[src/hw/angle_sensor_params.svh]
// Purpose: constants for the angle sensor configuration words
// Assumes: included by the package and the design file
// Notes:   offsets are word indices on the plain register port
`ifndef ANGLE_SENSOR_PARAMS_SVH
`define ANGLE_SENSOR_PARAMS_SVH

// ==========================================================
// Register map
`define ADDR_W              8
`define WORD_W              24
`define OFS_FAULT_MASK      8'h1A
`define OFS_OUTPUT_CFG      8'h1B
`define OFS_POSITION_CFG    8'h1C
`define OFS_IDLE_POWER_CFG  8'h1D
`define OFS_BLOCK_STATUS    8'h40
`define RST_WORD            24'h000000

// ==========================================================
// Fault mask word fields
`define BIT_CAUTION_SUPPRESS 11
`define BIT_SPI_CHECK_FAULT  22
`define FAULT_BITS          24'hDFF7FF
`define CAUTION_BITS        24'h118000

// ==========================================================
// Output interface word fields
`define BIT_INBOUND_CHECK   0
`define BIT_SKIP_EXTRA_EDGE 1
`define BIT_TURNS_USE_HYST  2
`define BIT_IGNORE_SUPPLY   3
`define BIT_OFFSET_AFTER    7
`define BIT_LIN_SPAN        10
`define BIT_LIN_ENABLE      11
`define BIT_PWM_STYLE       12
`define BIT_PWM_FAULT_OUT   13
`define BIT_PWM_HYST_EN     14
`define PWM_RATE_HI         19
`define PWM_RATE_LO         16
`define BIT_PWM_OUT_EN      23

// ==========================================================
// Position processing word fields
`define ZERO_OFS_HI         11
`define HYST_HI             17
`define HYST_LO             12
`define BIT_TURN_SENSE      18
`define BIT_HALF_TURN       19
`define AVG_EXP_HI          23
`define AVG_EXP_LO          20
`define AVG_EXP_MAX         4'hC
`define HALF_TURN           12'h800
`define LIN_SHIFT_NARROW    3
`define LIN_SHIFT_WIDE      2

// ==========================================================
// Idle power word fields and timing
`define WAKE_HI             10
`define IDLE_PER_HI         17
`define IDLE_PER_LO         12
`define IDLE_STEP_NS        64'd8192000
`define CLK_MHZ             64'd250

`endif

[src/hw/angle_sensor_pkg.sv]
// Purpose: shared types of the angle sensor configuration block
// Assumes: constants come from angle_sensor_params.svh
// Notes:   none
`include "angle_sensor_params.svh"

package angle_sensor_pkg;
    typedef logic [`WORD_W-1:0] word_t;
    typedef logic [11:0]        angle_t;
    typedef enum logic [1:0] {
        PWM_NORMAL,
        PWM_RELEASED,
        PWM_HALF_RATE
    } pwm_mode_t;
endpackage

[src/hw/angle_sensor_config_words.sv]
// Purpose: configuration words of a magnetic angle sensor and the logic they steer
// Assumes: fault, angle and PWM inputs are synchronous to ref_clk_i
// Notes:   supply link input is asynchronous and passes a three-stage synchroniser
//
// Strobed register access was left to the implementer.
`timescale 1ns/1ps
`default_nettype none
`include "angle_sensor_params.svh"

module angle_sensor_config_words
    import angle_sensor_pkg::*;
#(
    parameter int IDLE_STEP_CYCLES = int'(`IDLE_STEP_NS * `CLK_MHZ / 64'd1000),
    parameter int PWM_ERR_N        = 11
) (
    input  wire logic                  ref_clk_i,
    input  wire logic                  rst_i,
    input  wire logic [`ADDR_W-1:0]    reg_addr_i,
    input  wire logic [`WORD_W-1:0]    reg_wdata_i,
    input  wire logic                  reg_wr_i,
    input  wire logic                  reg_rd_i,
    output logic      [`WORD_W-1:0]    reg_rdata_o,
    input  wire logic [`WORD_W-1:0]    error_i,
    input  wire logic                  spi_crc_bad_i,
    input  wire logic                  spi_edge17_i,
    input  wire logic                  supply_link_i,
    input  wire logic                  angle_valid_i,
    input  wire logic [11:0]           angle_i,
    input  wire logic [11:0]           lin_corr_i,
    input  wire logic                  low_power_i,
    input  wire logic [PWM_ERR_N-1:0]  pwm_err_i,
    input  wire logic                  pwm_wave_i,
    output logic                       fault_flag_o,
    output logic                       caution_bit_o,
    output logic                       spi_edge_count_o,
    output logic                       supply_link_o,
    output logic [11:0]                angle_out_o,
    output logic                       angle_valid_o,
    output logic [11:0]                turns_angle_out_o,
    output logic [11:0]                pwm_angle_o,
    output logic                       pwm_pin_o,
    output logic                       pwm_oe_o,
    output logic                       pwm_half_rate_o,
    output logic [3:0]                 pwm_err_code_o,
    output logic [3:0]                 pwm_rate_code_o,
    output logic                       force_normal_o,
    output logic                       idle_allowed_o
);

    initial begin
        if (IDLE_STEP_CYCLES < 2 || PWM_ERR_N < 1 || PWM_ERR_N > 15) begin
            $error("angle_sensor_config_words: unsupported parameter value");
        end
    end

    // ==========================================================
    // Register file
    word_t fault_mask_word;
    word_t output_interface_config;
    word_t position_processing_config;
    word_t idle_power_config;
    word_t block_status;

    wire hit_mask = reg_addr_i == `OFS_FAULT_MASK;
    wire hit_out  = reg_addr_i == `OFS_OUTPUT_CFG;
    wire hit_pos  = reg_addr_i == `OFS_POSITION_CFG;
    wire hit_idle = reg_addr_i == `OFS_IDLE_POWER_CFG;
    wire hit_stat = reg_addr_i == `OFS_BLOCK_STATUS;
    // Unmapped addresses read as zero
    wire word_t rd_mux = hit_mask ? fault_mask_word :
                         hit_out  ? output_interface_config :
                         hit_pos  ? position_processing_config :
                         hit_idle ? idle_power_config :
                         hit_stat ? block_status : `RST_WORD;

    always_ff @(posedge ref_clk_i) begin
        if (rst_i) begin
            fault_mask_word            <= `RST_WORD;
            output_interface_config    <= `RST_WORD;
            position_processing_config <= `RST_WORD;
            idle_power_config          <= `RST_WORD;
        end else if (reg_wr_i) begin
            if (hit_mask) fault_mask_word <= reg_wdata_i;
            if (hit_out)  output_interface_config <= reg_wdata_i;
            if (hit_pos)  position_processing_config <= reg_wdata_i;
            if (hit_idle) idle_power_config <= reg_wdata_i;
        end
    end

    always_ff @(posedge ref_clk_i) begin
        if (rst_i) begin
            reg_rdata_o <= `RST_WORD;
        end else begin
            reg_rdata_o <= reg_rd_i ? rd_mux : `RST_WORD;
        end
    end

    // ==========================================================
    // Field decode
    wire inbound_check_enable = output_interface_config[`BIT_INBOUND_CHECK];
    wire skip_extra_edge      = output_interface_config[`BIT_SKIP_EXTRA_EDGE];
    wire turns_use_hyst       = output_interface_config[`BIT_TURNS_USE_HYST];
    wire ignore_supply_link   = output_interface_config[`BIT_IGNORE_SUPPLY];
    wire offset_after_lin     = output_interface_config[`BIT_OFFSET_AFTER];
    wire lin_span             = output_interface_config[`BIT_LIN_SPAN];
    wire lin_enable           = output_interface_config[`BIT_LIN_ENABLE];
    wire pwm_fault_style      = output_interface_config[`BIT_PWM_STYLE];
    wire pwm_fault_out_en     = output_interface_config[`BIT_PWM_FAULT_OUT];
    wire pwm_hyst_en          = output_interface_config[`BIT_PWM_HYST_EN];
    wire pwm_out_en           = output_interface_config[`BIT_PWM_OUT_EN];
    wire [3:0] pwm_rate_code  = output_interface_config[`PWM_RATE_HI:`PWM_RATE_LO];
    wire angle_t zero_offset  = position_processing_config[`ZERO_OFS_HI:0];
    wire [5:0] hyst_thr       = position_processing_config[`HYST_HI:`HYST_LO];
    wire turn_sense           = position_processing_config[`BIT_TURN_SENSE];
    wire half_turn_flip       = position_processing_config[`BIT_HALF_TURN];
    wire [3:0] exp_field      = position_processing_config[`AVG_EXP_HI:`AVG_EXP_LO];
    wire [10:0] idle_wake_delta = idle_power_config[`WAKE_HI:0];
    wire [5:0] idle_period    = idle_power_config[`IDLE_PER_HI:`IDLE_PER_LO];

    // ==========================================================
    // Fault summary
    // Serial check faults only count while inbound checking is on
    wire crc_fault = spi_crc_bad_i & inbound_check_enable;
    wire word_t err_vec = {error_i[23], crc_fault, error_i[21:0]};
    wire word_t live_err = err_vec & ~fault_mask_word;
    wire next_fault   = |(live_err & `FAULT_BITS);
    wire next_caution = |(live_err & `CAUTION_BITS)
                        & ~fault_mask_word[`BIT_CAUTION_SUPPRESS];

    always_ff @(posedge ref_clk_i) begin
        if (rst_i) begin
            fault_flag_o  <= 1'b0;
            caution_bit_o <= 1'b0;
        end else begin
            fault_flag_o  <= next_fault;
            caution_bit_o <= next_caution;
        end
    end

    // ==========================================================
    // Serial link options
    // Edge qualifier: the seventeenth edge is dropped when skipping
    always_ff @(posedge ref_clk_i) begin
        if (rst_i) begin
            spi_edge_count_o <= 1'b0;
        end else begin
            spi_edge_count_o <= spi_edge17_i & ~skip_extra_edge;
        end
    end

    logic [2:0] supply_sync;
    logic       supply_state;
    always_ff @(posedge ref_clk_i) begin
        if (rst_i) begin
            supply_sync   <= 3'h0;
            supply_state  <= 1'b0;
            supply_link_o <= 1'b0;
        end else begin
            supply_sync <= {supply_sync[1:0], supply_link_i};
            if (supply_sync[1] == supply_sync[2]) begin
                supply_state <= supply_sync[2];
            end
            supply_link_o <= supply_state & ~ignore_supply_link;
        end
    end

    // ==========================================================
    // Averaging
    wire [3:0]  avg_exp   = (exp_field > `AVG_EXP_MAX) ? `AVG_EXP_MAX : exp_field;
    wire [12:0] avg_last  = 13'((14'h1 << avg_exp) - 14'h1);
    logic [12:0] avg_cnt;
    logic [23:0] avg_acc;
    logic        avg_valid;
    angle_t      avg_angle;
    wire [23:0] avg_sum   = avg_acc + {12'h000, angle_i};

    always_ff @(posedge ref_clk_i) begin
        if (rst_i) begin
            avg_cnt   <= 13'h0000;
            avg_acc   <= 24'h000000;
            avg_valid <= 1'b0;
            avg_angle <= 12'h000;
        end else begin
            avg_valid <= 1'b0;
            if (angle_valid_i) begin
                if (avg_cnt >= avg_last) begin
                    avg_cnt   <= 13'h0000;
                    avg_acc   <= 24'h000000;
                    avg_valid <= 1'b1;
                    avg_angle <= 12'(avg_sum >> avg_exp);
                end else begin
                    avg_cnt <= avg_cnt + 13'h0001;
                    avg_acc <= avg_sum;
                end
            end
        end
    end

    // ==========================================================
    // Angle post-processing
    wire angle_t pre_ofs  = offset_after_lin ? avg_angle
                                             : avg_angle - zero_offset;
    wire angle_t lin_step = lin_span
                          ? angle_t'($signed(lin_corr_i) >>> `LIN_SHIFT_WIDE)
                          : angle_t'($signed(lin_corr_i) >>> `LIN_SHIFT_NARROW);
    wire angle_t lin_out  = lin_enable ? pre_ofs - lin_step : pre_ofs;
    wire angle_t dir_out  = turn_sense ? angle_t'(12'h000 - lin_out) : lin_out;
    wire angle_t post_ofs = offset_after_lin ? dir_out - zero_offset : dir_out;
    wire angle_t final_ang = half_turn_flip ? post_ofs + `HALF_TURN : post_ofs;

    // ==========================================================
    // Hysteresis filter on a 14-bit scale
    angle_t hyst_angle;
    wire [13:0] hyst_diff = {final_ang, 2'b00} - {hyst_angle, 2'b00};
    wire [13:0] hyst_mag  = hyst_diff[13] ? 14'(14'h0000 - hyst_diff) : hyst_diff;
    wire        hyst_move = hyst_mag > {8'h00, hyst_thr};

    always_ff @(posedge ref_clk_i) begin
        if (rst_i) begin
            angle_out_o       <= 12'h000;
            angle_valid_o     <= 1'b0;
            hyst_angle        <= 12'h000;
            turns_angle_out_o <= 12'h000;
            pwm_angle_o       <= 12'h000;
        end else begin
            angle_valid_o <= avg_valid;
            if (avg_valid) begin
                angle_out_o <= final_ang;
                if (hyst_move) hyst_angle <= final_ang;
            end
            turns_angle_out_o <= turns_use_hyst ? hyst_angle : angle_out_o;
            pwm_angle_o       <= pwm_hyst_en ? hyst_angle : angle_out_o;
        end
    end

    // ==========================================================
    // PWM error response
    pwm_mode_t pwm_mode;
    pwm_mode_t next_pwm_mode;
    wire pwm_err_any = |pwm_err_i;
    logic [3:0] top_err;
    always_comb begin
        top_err = 4'h0;
        for (int i = 0; i < PWM_ERR_N; i++) begin
            if (pwm_err_i[i]) top_err = 4'(i + 1);
        end
    end

    always_comb begin
        next_pwm_mode = pwm_mode;
        case (pwm_mode)
            PWM_NORMAL: begin
                if (pwm_fault_out_en && pwm_err_any) begin
                    next_pwm_mode = pwm_fault_style ? PWM_HALF_RATE : PWM_RELEASED;
                end
            end
            PWM_RELEASED: begin
                // Latched: errors clearing alone do not bring the pin back
                if (!pwm_fault_out_en) next_pwm_mode = PWM_NORMAL;
            end
            PWM_HALF_RATE: begin
                if (!pwm_fault_out_en || !pwm_err_any) next_pwm_mode = PWM_NORMAL;
                else if (!pwm_fault_style) next_pwm_mode = PWM_RELEASED;
            end
            default: next_pwm_mode = PWM_NORMAL;
        endcase
    end

    always_ff @(posedge ref_clk_i) begin
        if (rst_i) begin
            pwm_mode        <= PWM_NORMAL;
            pwm_pin_o       <= 1'b0;
            pwm_oe_o        <= 1'b0;
            pwm_half_rate_o <= 1'b0;
            pwm_err_code_o  <= 4'h0;
            pwm_rate_code_o <= 4'h0;
        end else begin
            pwm_mode        <= next_pwm_mode;
            pwm_pin_o       <= pwm_wave_i;
            pwm_oe_o        <= pwm_out_en && next_pwm_mode != PWM_RELEASED;
            pwm_half_rate_o <= next_pwm_mode == PWM_HALF_RATE;
            pwm_err_code_o  <= next_pwm_mode == PWM_HALF_RATE ? top_err : 4'h0;
            pwm_rate_code_o <= pwm_rate_code;
        end
    end

    // ==========================================================
    // Idle power wake comparison
    logic [$clog2(IDLE_STEP_CYCLES)-1:0] step_cnt;
    logic [5:0] period_cnt;
    angle_t     idle_ref;
    wire step_end   = step_cnt == ($bits(step_cnt))'(IDLE_STEP_CYCLES - 1);
    wire period_end = step_end && period_cnt >= idle_period;
    wire angle_t idle_diff = angle_out_o - idle_ref;
    wire [10:0] idle_mag = idle_diff[11] ? 11'(12'h000 - idle_diff) : idle_diff[10:0];
    wire big_move = idle_diff == `HALF_TURN || idle_mag >= idle_wake_delta;

    always_ff @(posedge ref_clk_i) begin
        if (rst_i) begin
            step_cnt       <= '0;
            period_cnt     <= 6'h00;
            idle_ref       <= 12'h000;
            force_normal_o <= 1'b0;
            idle_allowed_o <= 1'b0;
        end else begin
            step_cnt <= step_end ? '0 : step_cnt + 1'b1;
            if (step_end) period_cnt <= period_end ? 6'h00 : period_cnt + 6'h01;
            force_normal_o <= 1'b0;
            if (period_end) begin
                idle_ref       <= angle_out_o;
                force_normal_o <= low_power_i & big_move;
                idle_allowed_o <= ~low_power_i & ~big_move;
            end
        end
    end

    always_comb begin
        block_status = {16'h0000, 1'b0, pwm_oe_o, pwm_half_rate_o, idle_allowed_o,
                        supply_link_o, pwm_mode == PWM_RELEASED, caution_bit_o, fault_flag_o};
    end
endmodule
`default_nettype wire

[config.mk]
export PLATFORM = sky130hd
export DESIGN_NAME = angle_sensor_config_words
export DESIGN_NICKNAME = d
export VERILOG_FILES = /design/src/hw/angle_sensor_pkg.sv /design/src/hw/angle_sensor_config_words.sv
export VERILOG_INCLUDE_DIRS = /design/src /design/src/hw
export SDC_FILE = /design/constraint.sdc
export NUM_CORES = 1
export LEC_CHECK = 0
export ABC_AREA = 0
export BUFFER_PORTS_ARGS = -buffer_cell sky130_fd_sc_hd__buf_2
export CORE_MARGIN = 4
export CORE_UTILIZATION = 25
export DETAILED_ROUTE_END_ITERATION = 16
export PLACE_DENSITY = 0.41
export SYNTH_ARGS = -nofsm -noshare
export SYNTH_HDL_FRONTEND = slang
export SYNTH_SLANG_ARGS = --single-unit
[constraint.sdc]
create_clock -name ref_clk_i -period 10.7 [get_ports ref_clk_i]
set_clock_uncertainty 0.05 [all_clocks]
set_input_delay 1.07 -clock ref_clk_i [delete_from_list [all_inputs] [get_ports ref_clk_i]]
set_output_delay 1.07 -clock ref_clk_i [all_outputs]
set_load 0.01 [all_outputs]
After elaboration in Yosys (flattened, before gate mapping)
Index checks and enable logic that the tools add are counted.
{ "op_classes": {"n_mux": 37, "addsub": 14, "magnitude_cmp": 5, "n_shift": 2, "bitwise_logic": 17, "reduce_logical": 23, "eq_ne": 12} }
{ "ops": {"columns": ["operator", "count"], "rows": [
  ["$mux W24", 5],
  ["$mux W12", 7],
  ["$sub A12 B12 Y12", 4],
  ["$mux W4", 11],
  ["$eq A8 B5 Y1 const B", 4],
  ["$add A24 B12 Y24", 1],
  ["$and A24 B24 Y24", 1],
  ["$not A24 Y24", 1],
  ["$shr A24 B4 Y12", 1],
  ["$reduce_or A22 Y1", 1],
  ["$add A21 B1 Y21 const B", 1],
  ["$eq A21 B21 Y1 const B", 1],
  ["$gt A14 B6 Y1", 1],
  ["$mux W14", 1],
  ["$sub A1 B14 Y14 const A", 1],
  ["$sub A14 B14 Y14", 1],
  ["$add A13 B1 Y13 const B", 1],
  ["$ge A13 B13 Y1", 1],
  ["$mux W13", 1],
  ["$shl A1 B4 Y13 const A", 1],
  ["$sub A13 B1 Y13 const B", 1],
  ["$add A12 B12 Y12 const B", 1],
  ["$eq A12 B12 Y1 const B", 1],
  ["$reduce_and A2 Y1", 6],
  ["other kinds (28)", 55]
]} }
{ "word_totals": {"output_inout_bits": 78, "word_cells": 142, "register_bits": 281, "input_bits": 101} }

Depth between registers and ports, before layout
{ "depth": {"depth_word": 15, "ltp_mapped": 43, "mapped_depth_nobuf": 42} }

Worst setup path before layout
OpenSTA, ideal clock, no wires.
{ "synth_timing": {"kind": "register to register", "from": "register output_interface_config[7]", "to": "register hyst_angle[10]", "setup_slack_ps": 2609, "n_path_buf": 5, "arrival_ps": 7899, "setup_ps": 142, "path_stages_with_launch": 38, "required_time_ps": 10508, "period_less_slack_ps": 8091, "cell_sequence": "dfxtp_1 > buf_2 > clkbuf_1 > clkbuf_1 > clkbuf_1 > o21ai_0 > ha_1 > o21a_1 > o31a_1 > or4_1 > o311ai_1 > xnor2_1 > nand2b_1 > or4_1 > nand2_1 > xnor2_1 > ha_1 > nor2b_1 > [2 not listed] > o21bai_1 > inv_1 > ha_1 > nand2_1 > o21ai_0 > xor2_1 > xnor3_2 > or2b_1 > xor2_1 > ha_1 > a21o_1 > a221oi_1 > a31oi_1 > or4_1 > mux2_4 > buf_6 > a21oi_1 > a311oi_1"} }
{ "synth_via": {"elab_chain_cells": 14} }
{ "synth_lines": {"columns": ["item", "line", "source"], "rows": [
  ["start: declaration", "angle_sensor_config_words.sv:59", "word_t output_interface_config;"],
  ["start signal: assignment", "angle_sensor_config_words.sv:79", "output_interface_config <= `RST_WORD;"],
  ["start signal: assignment", "angle_sensor_config_words.sv:84", "if (hit_out) output_interface_config <= reg_wdata_i;"],
  ["$mux W12", "angle_sensor_config_words.sv:201", "wire angle_t pre_ofs = offset_after_lin ? avg_angle"],
  ["$sub A12 B12 Y12", "angle_sensor_config_words.sv:206", "wire angle_t lin_out = lin_enable ? pre_ofs - lin_step : pre_ofs;"],
  ["$mux W12", "angle_sensor_config_words.sv:206", null],
  ["$sub A1 B12 Y12", "angle_sensor_config_words.sv:207", "wire angle_t dir_out = turn_sense ? angle_t'(12'h000 - lin_out) : lin_out;"],
  ["$mux W12", "angle_sensor_config_words.sv:207", null],
  ["$sub A12 B12 Y12", "angle_sensor_config_words.sv:208", "wire angle_t post_ofs = offset_after_lin ? dir_out - zero_offset : dir_out;"],
  ["$mux W12 *", "angle_sensor_config_words.sv:208", null],
  ["$add A12 B12 Y12 (no line)", null, null],
  ["$mux W12 *", "angle_sensor_config_words.sv:209", "wire angle_t final_ang = half_turn_flip ? post_ofs + `HALF_TURN : post_ofs;"],
  ["net final_ang[9]", "angle_sensor_config_words.sv:209", null],
  ["$sub A14 B14 Y14 *", "angle_sensor_config_words.sv:214", "wire [13:0] hyst_diff = {final_ang, 2'b00} - {hyst_angle, 2'b00};"],
  ["$sub A1 B14 Y14", "angle_sensor_config_words.sv:215", "wire [13:0] hyst_mag = hyst_diff[13] ? 14'(14'h0000 - hyst_diff) : hyst_diff;"],
  ["$mux W14 *", "angle_sensor_config_words.sv:215", null],
  ["$gt A14 B6 Y1 *", "angle_sensor_config_words.sv:216", "wire hyst_move = hyst_mag > {8'h00, hyst_thr};"],
  ["$reduce_and A2 Y1 (no line) *", null, null],
  ["end signal: assignment", "angle_sensor_config_words.sv:229", "if (hyst_move) hyst_angle <= final_ang;"],
  ["end: declaration", "angle_sensor_config_words.sv:213", "angle_t hyst_angle;"]
]} }
Mark *: on every way through the listed nets, which the timed path passes. The rest lies on a longest branch.
A chain may end at the register's enable or synchronous reset.

Worst setup path after layout
{ "layout_timing": {"from": "register position_processing_config[0]", "to": "register hyst_angle[5]"} }
{ "layout_via": {"elab_chain_cells": 15} }
{ "layout_lines": {"columns": ["item", "line", "source"], "rows": [
  ["start: declaration", "angle_sensor_config_words.sv:60", "word_t position_processing_config;"],
  ["start signal: assignment", "angle_sensor_config_words.sv:80", "position_processing_config <= `RST_WORD;"],
  ["start signal: assignment", "angle_sensor_config_words.sv:85", "if (hit_pos) position_processing_config <= reg_wdata_i;"],
  ["$sub A12 B12 Y12", "angle_sensor_config_words.sv:202", ": avg_angle - zero_offset;"],
  ["$mux W12", "angle_sensor_config_words.sv:201", null],
  ["$sub A12 B12 Y12", "angle_sensor_config_words.sv:206", null],
  ["$mux W12", "angle_sensor_config_words.sv:206", null],
  ["$sub A1 B12 Y12", "angle_sensor_config_words.sv:207", null],
  ["$mux W12", "angle_sensor_config_words.sv:207", null],
  ["$sub A12 B12 Y12", "angle_sensor_config_words.sv:208", null],
  ["$mux W12 *", "angle_sensor_config_words.sv:208", null],
  ["$add A12 B12 Y12 (no line)", null, null],
  ["$mux W12 *", "angle_sensor_config_words.sv:209", null],
  ["net final_ang[5]", "angle_sensor_config_words.sv:209", null],
  ["$sub A14 B14 Y14", "angle_sensor_config_words.sv:214", null],
  ["$sub A1 B14 Y14", "angle_sensor_config_words.sv:215", null],
  ["$mux W14", "angle_sensor_config_words.sv:215", null],
  ["$gt A14 B6 Y1", "angle_sensor_config_words.sv:216", null],
  ["$reduce_and A2 Y1 (no line)", null, null]
]} }
Marked as above.

==> impl_metrics.yaml <==
setup_path:
  cpMostUsedCell: "ha_1"
  regToRegSetupSlack_ns: 1.61
  arrival_ns: 9.42
  endpoint_kind: "register"
  crit_path_start_kind: "register"
  crit_required_ns: 11.03
  cpMaxStageDelayCell: "fa_1"
  r2r_start: "position_processing_config[0]"
  path_max_fanout: 21
  reg2reg_to: "hyst_angle[5]"
  worstSetupPathType: "reg2reg"
  slowest_delay_ns: 0.40
  reg2reg_depth: 41
clock_network:
  postCtsResizedCells: 0
  postCtsSetupBuffers: 0
  root_buffer: "clkbuf_16"
  htree_num_levels: 2
  cts_made_buffers: 38
  clock_latency_ns: 0.56
  cts_buffer_depth: 3
  cts.sinks: 281
  path_clk_slew_ns: 0.05
  postCtsHoldBufs: 0
  cts_tree: "yes"
logic_synthesis:
  ys_warn_count: 0
  ys.flop_type: "dfxtp_1"
  synth_edf_count: 0
  synth.avg_cell_area_um2: 7.71
  ys_async_sr_fraction: 0
  synth_cells: 2202
  synth_fp_nets: 2417
  synth_area_um2: 17000
  synth-seq-cells: 281
  seq_area_frac_synth: 0.331
  synth.distinct_cells: 81
global_route:
  antenna_found_initial: 7
  grt_max_degree: 98
  grt_pass1_vias: 15000
  grt.total_usage: 0.157
  grt_overflow_total: 0
  grt_pass1_wl_mm: 89.0
floorplan:
  die_area_um2: 72100
  io-pin-count: 179
  core_area_um2: 67300
  num_rows: 95
  die_x_um: 269
  start_util: 0.252
  die_h_um: 269
pwr:
  p_switching_mw: 0.955
  pwr-share-comb: 0.231
  power.share.clock: 0.418
  power_frac_seq: 0.350
  leakage_nw: 7.63
  power_density_nw_per_um2: 156
  p_int_mw: 2.16
  switching_share: 0.307
  max-vdd-ir-drop_uv: 95.9
worst_hold_path:
  hp-start: "step_cnt[0]"
  worstHoldPathCells: 1
  holdCritPathClass: "reg2reg"
  hold_end: "step_cnt[0]"
sta:
  max_freq_mhz: 110
  fin_crit_ns: 9.09
  hold_viol_final: 0
  setup_viol: 0
  slew_headroom: 0.206
  hold_ws_ns: 0.398
  period_share: 0.850
  rsz0062_at_grt: "false"
  tightestPinTransition_ns: 1.19
  maxSlewViolCount: 0
  fin_tns_setup_ns: 0
final_layout:
  final-instance-count-excl-fill: 3215
  final_layout_size_suffix_gt1_frac: 0.124
  final_common_cell: "nand2_1"
  nets: 2526
  area_growth_pct: 17.2
  multi_input_area_um2: 10400
  final_cell_mix: "nand2_1, dfxtp_1, a21oi_1, nor2_1, buf_2"
  seq_area_um2: 5630
  fillers: 7285
routing:
  wl_mm: 58.2
  drt_first_pass_iters: 5
  routedWlPerCell_um: 18.1
  drtIter0Drc: 882
  num_vias: 15600
  drcViolationCount: 0
  drtAntennaViolNets: 0
  routed_via_density: 4.86
placed_design:
  dp_hpwl_mm: 42.8
  gp_congestion: 0.822
  placed_cells_incl_taps: 3144
  io_buffers: 173
run_status:
  status: "completed"
flow_run:
  cap_viol_max_count: 0
## registers in the layout, indices dropped and copies added (netlist names), 12 cells and up
signal and cells:
hyst_angle 12, step_cnt 21, turns_angle_out_o 12, reg_rdata_o 24, fault_mask_word 24, idle_ref 12, avg_acc 24, pwm_angle_o 12
avg_angle 12, position_processing_config 24, idle_power_config 24, angle_out_o 12, output_interface_config 24, avg_cnt 13
## metal layers
layer	part of all wire	GRT usage	vias to the layer above
li1	-	-	7820
met1	0.47	0.213	7417
met2	0.46	0.258	312
met3	0.055	0.0297	68
met4	0.019	0.0356	8
met5	0.00098	0	-
## cell type report
| cell class | count | area share |
|---|---|---|
| antenna | 3 | 0.000377 |
| inverter | 132 | 0.0249 |
| clock buffer | 57 | 0.0570 |
| multi-input combinational | 1662 | 0.521 |
| clock inverter | 11 | 0.00673 |
| tap | 873 | 0.0549 |
| timing repair buffer | 196 | 0.0525 |
| sequential | 281 | 0.283 |
## cell usage after synthesis, drive strengths merged (14+ instances only)
library cell | instances | share of area
clkbuf | 111 | 0.025
nand2b | 47 | 0.017
o211ai | 14 | 0.0062
a21oi | 231 | 0.068
o21ai | 93 | 0.027
a211oi | 28 | 0.013
nand2 | 337 | 0.075
a31oi | 14 | 0.0052
a221oi | 25 | 0.013
ha | 108 | 0.080
and2 | 14 | 0.0052
nor2b | 44 | 0.017
nor4 | 14 | 0.0055
mux2i | 55 | 0.032
dfxtp | 281 | 0.33
xor2 | 55 | 0.028
buf | 16 | 0.0047
inv | 132 | 0.029
nor3 | 33 | 0.0097
mux2 | 18 | 0.012
a21o | 24 | 0.011
nand3 | 47 | 0.014
nor2 | 216 | 0.048
and3 | 21 | 0.0077
xnor2 | 59 | 0.031
a311oi | 14 | 0.0072
## worst max path at each step
stage	cells past startpoint	to	start
floorplan	37	hyst_angle[10]	output_interface_config[7]
global placement	40	hyst_angle[9]	lin_corr_i[2]
detailed placement	40	hyst_angle[9]	lin_corr_i[2]
CTS	42	hyst_angle[5]	avg_angle[0]
global route	41	hyst_angle[7]	position_processing_config[0]
finish	41	hyst_angle[5]	position_processing_config[0]
## power groups by stage
| stage | Sequential [mW] | Combinational (mW) | Clock (mW) |
|---|---|---|---|
| finish | 1.09 | 0.719 | 1.30 |
| global route | 1.09 | 0.816 | 1.38 |
| CTS | 1.09 | 0.724 | 1.35 |
| detailed placement | 1.11 | 0.719 | 0 |
| global placement | 1.11 | 0.710 | 0 |
| floorplan | 1.11 | 0.541 | 0 |
## per-stage QoR
step                      worst slack [ns]  total power, mW  utilization  instance area [um^2]
after floorplan                       2.61             1.65            -                 17000
after global placement                1.60             1.82        0.277                 18600
after detailed placement              1.59             1.83        0.277                 18600
after CTS                             1.57             3.17        0.296                 19900
after global routing                 0.863             3.29        0.296                 19900
final                                 1.61             3.11        0.296                 19900
## critical path: cells and delay by family, from the launching register on
family / cells / cell delay (ns)
buffers and inverters: 1 / 0.09
AND/OR/NAND/NOR: 10 / 1.60
adder cells (fa/ha/maj): 6 / 1.96
XOR/XNOR: 6 / 1.09
AO/OA/AOI/OAI: 15 / 2.59
flip-flops: 1 / 0.38
multiplexers: 3 / 1.16
## cells by family after synthesis
| kind of cell | count (synthesis) | synth area share |
|---|---|---|
| AOI/OAI and AO/OA | 523 | 0.190 |
| xor gates and xnor gates | 115 | 0.0607 |
| adders and majority gates | 114 | 0.0867 |
| buffers and inverters | 259 | 0.0584 |
| DFF | 281 | 0.331 |
| muxes | 76 | 0.0486 |
| other | 1 | 0.000221 |
| and+or+nand+nor | 833 | 0.224 |
Note: power is estimated with default switching activity, not from simulation.
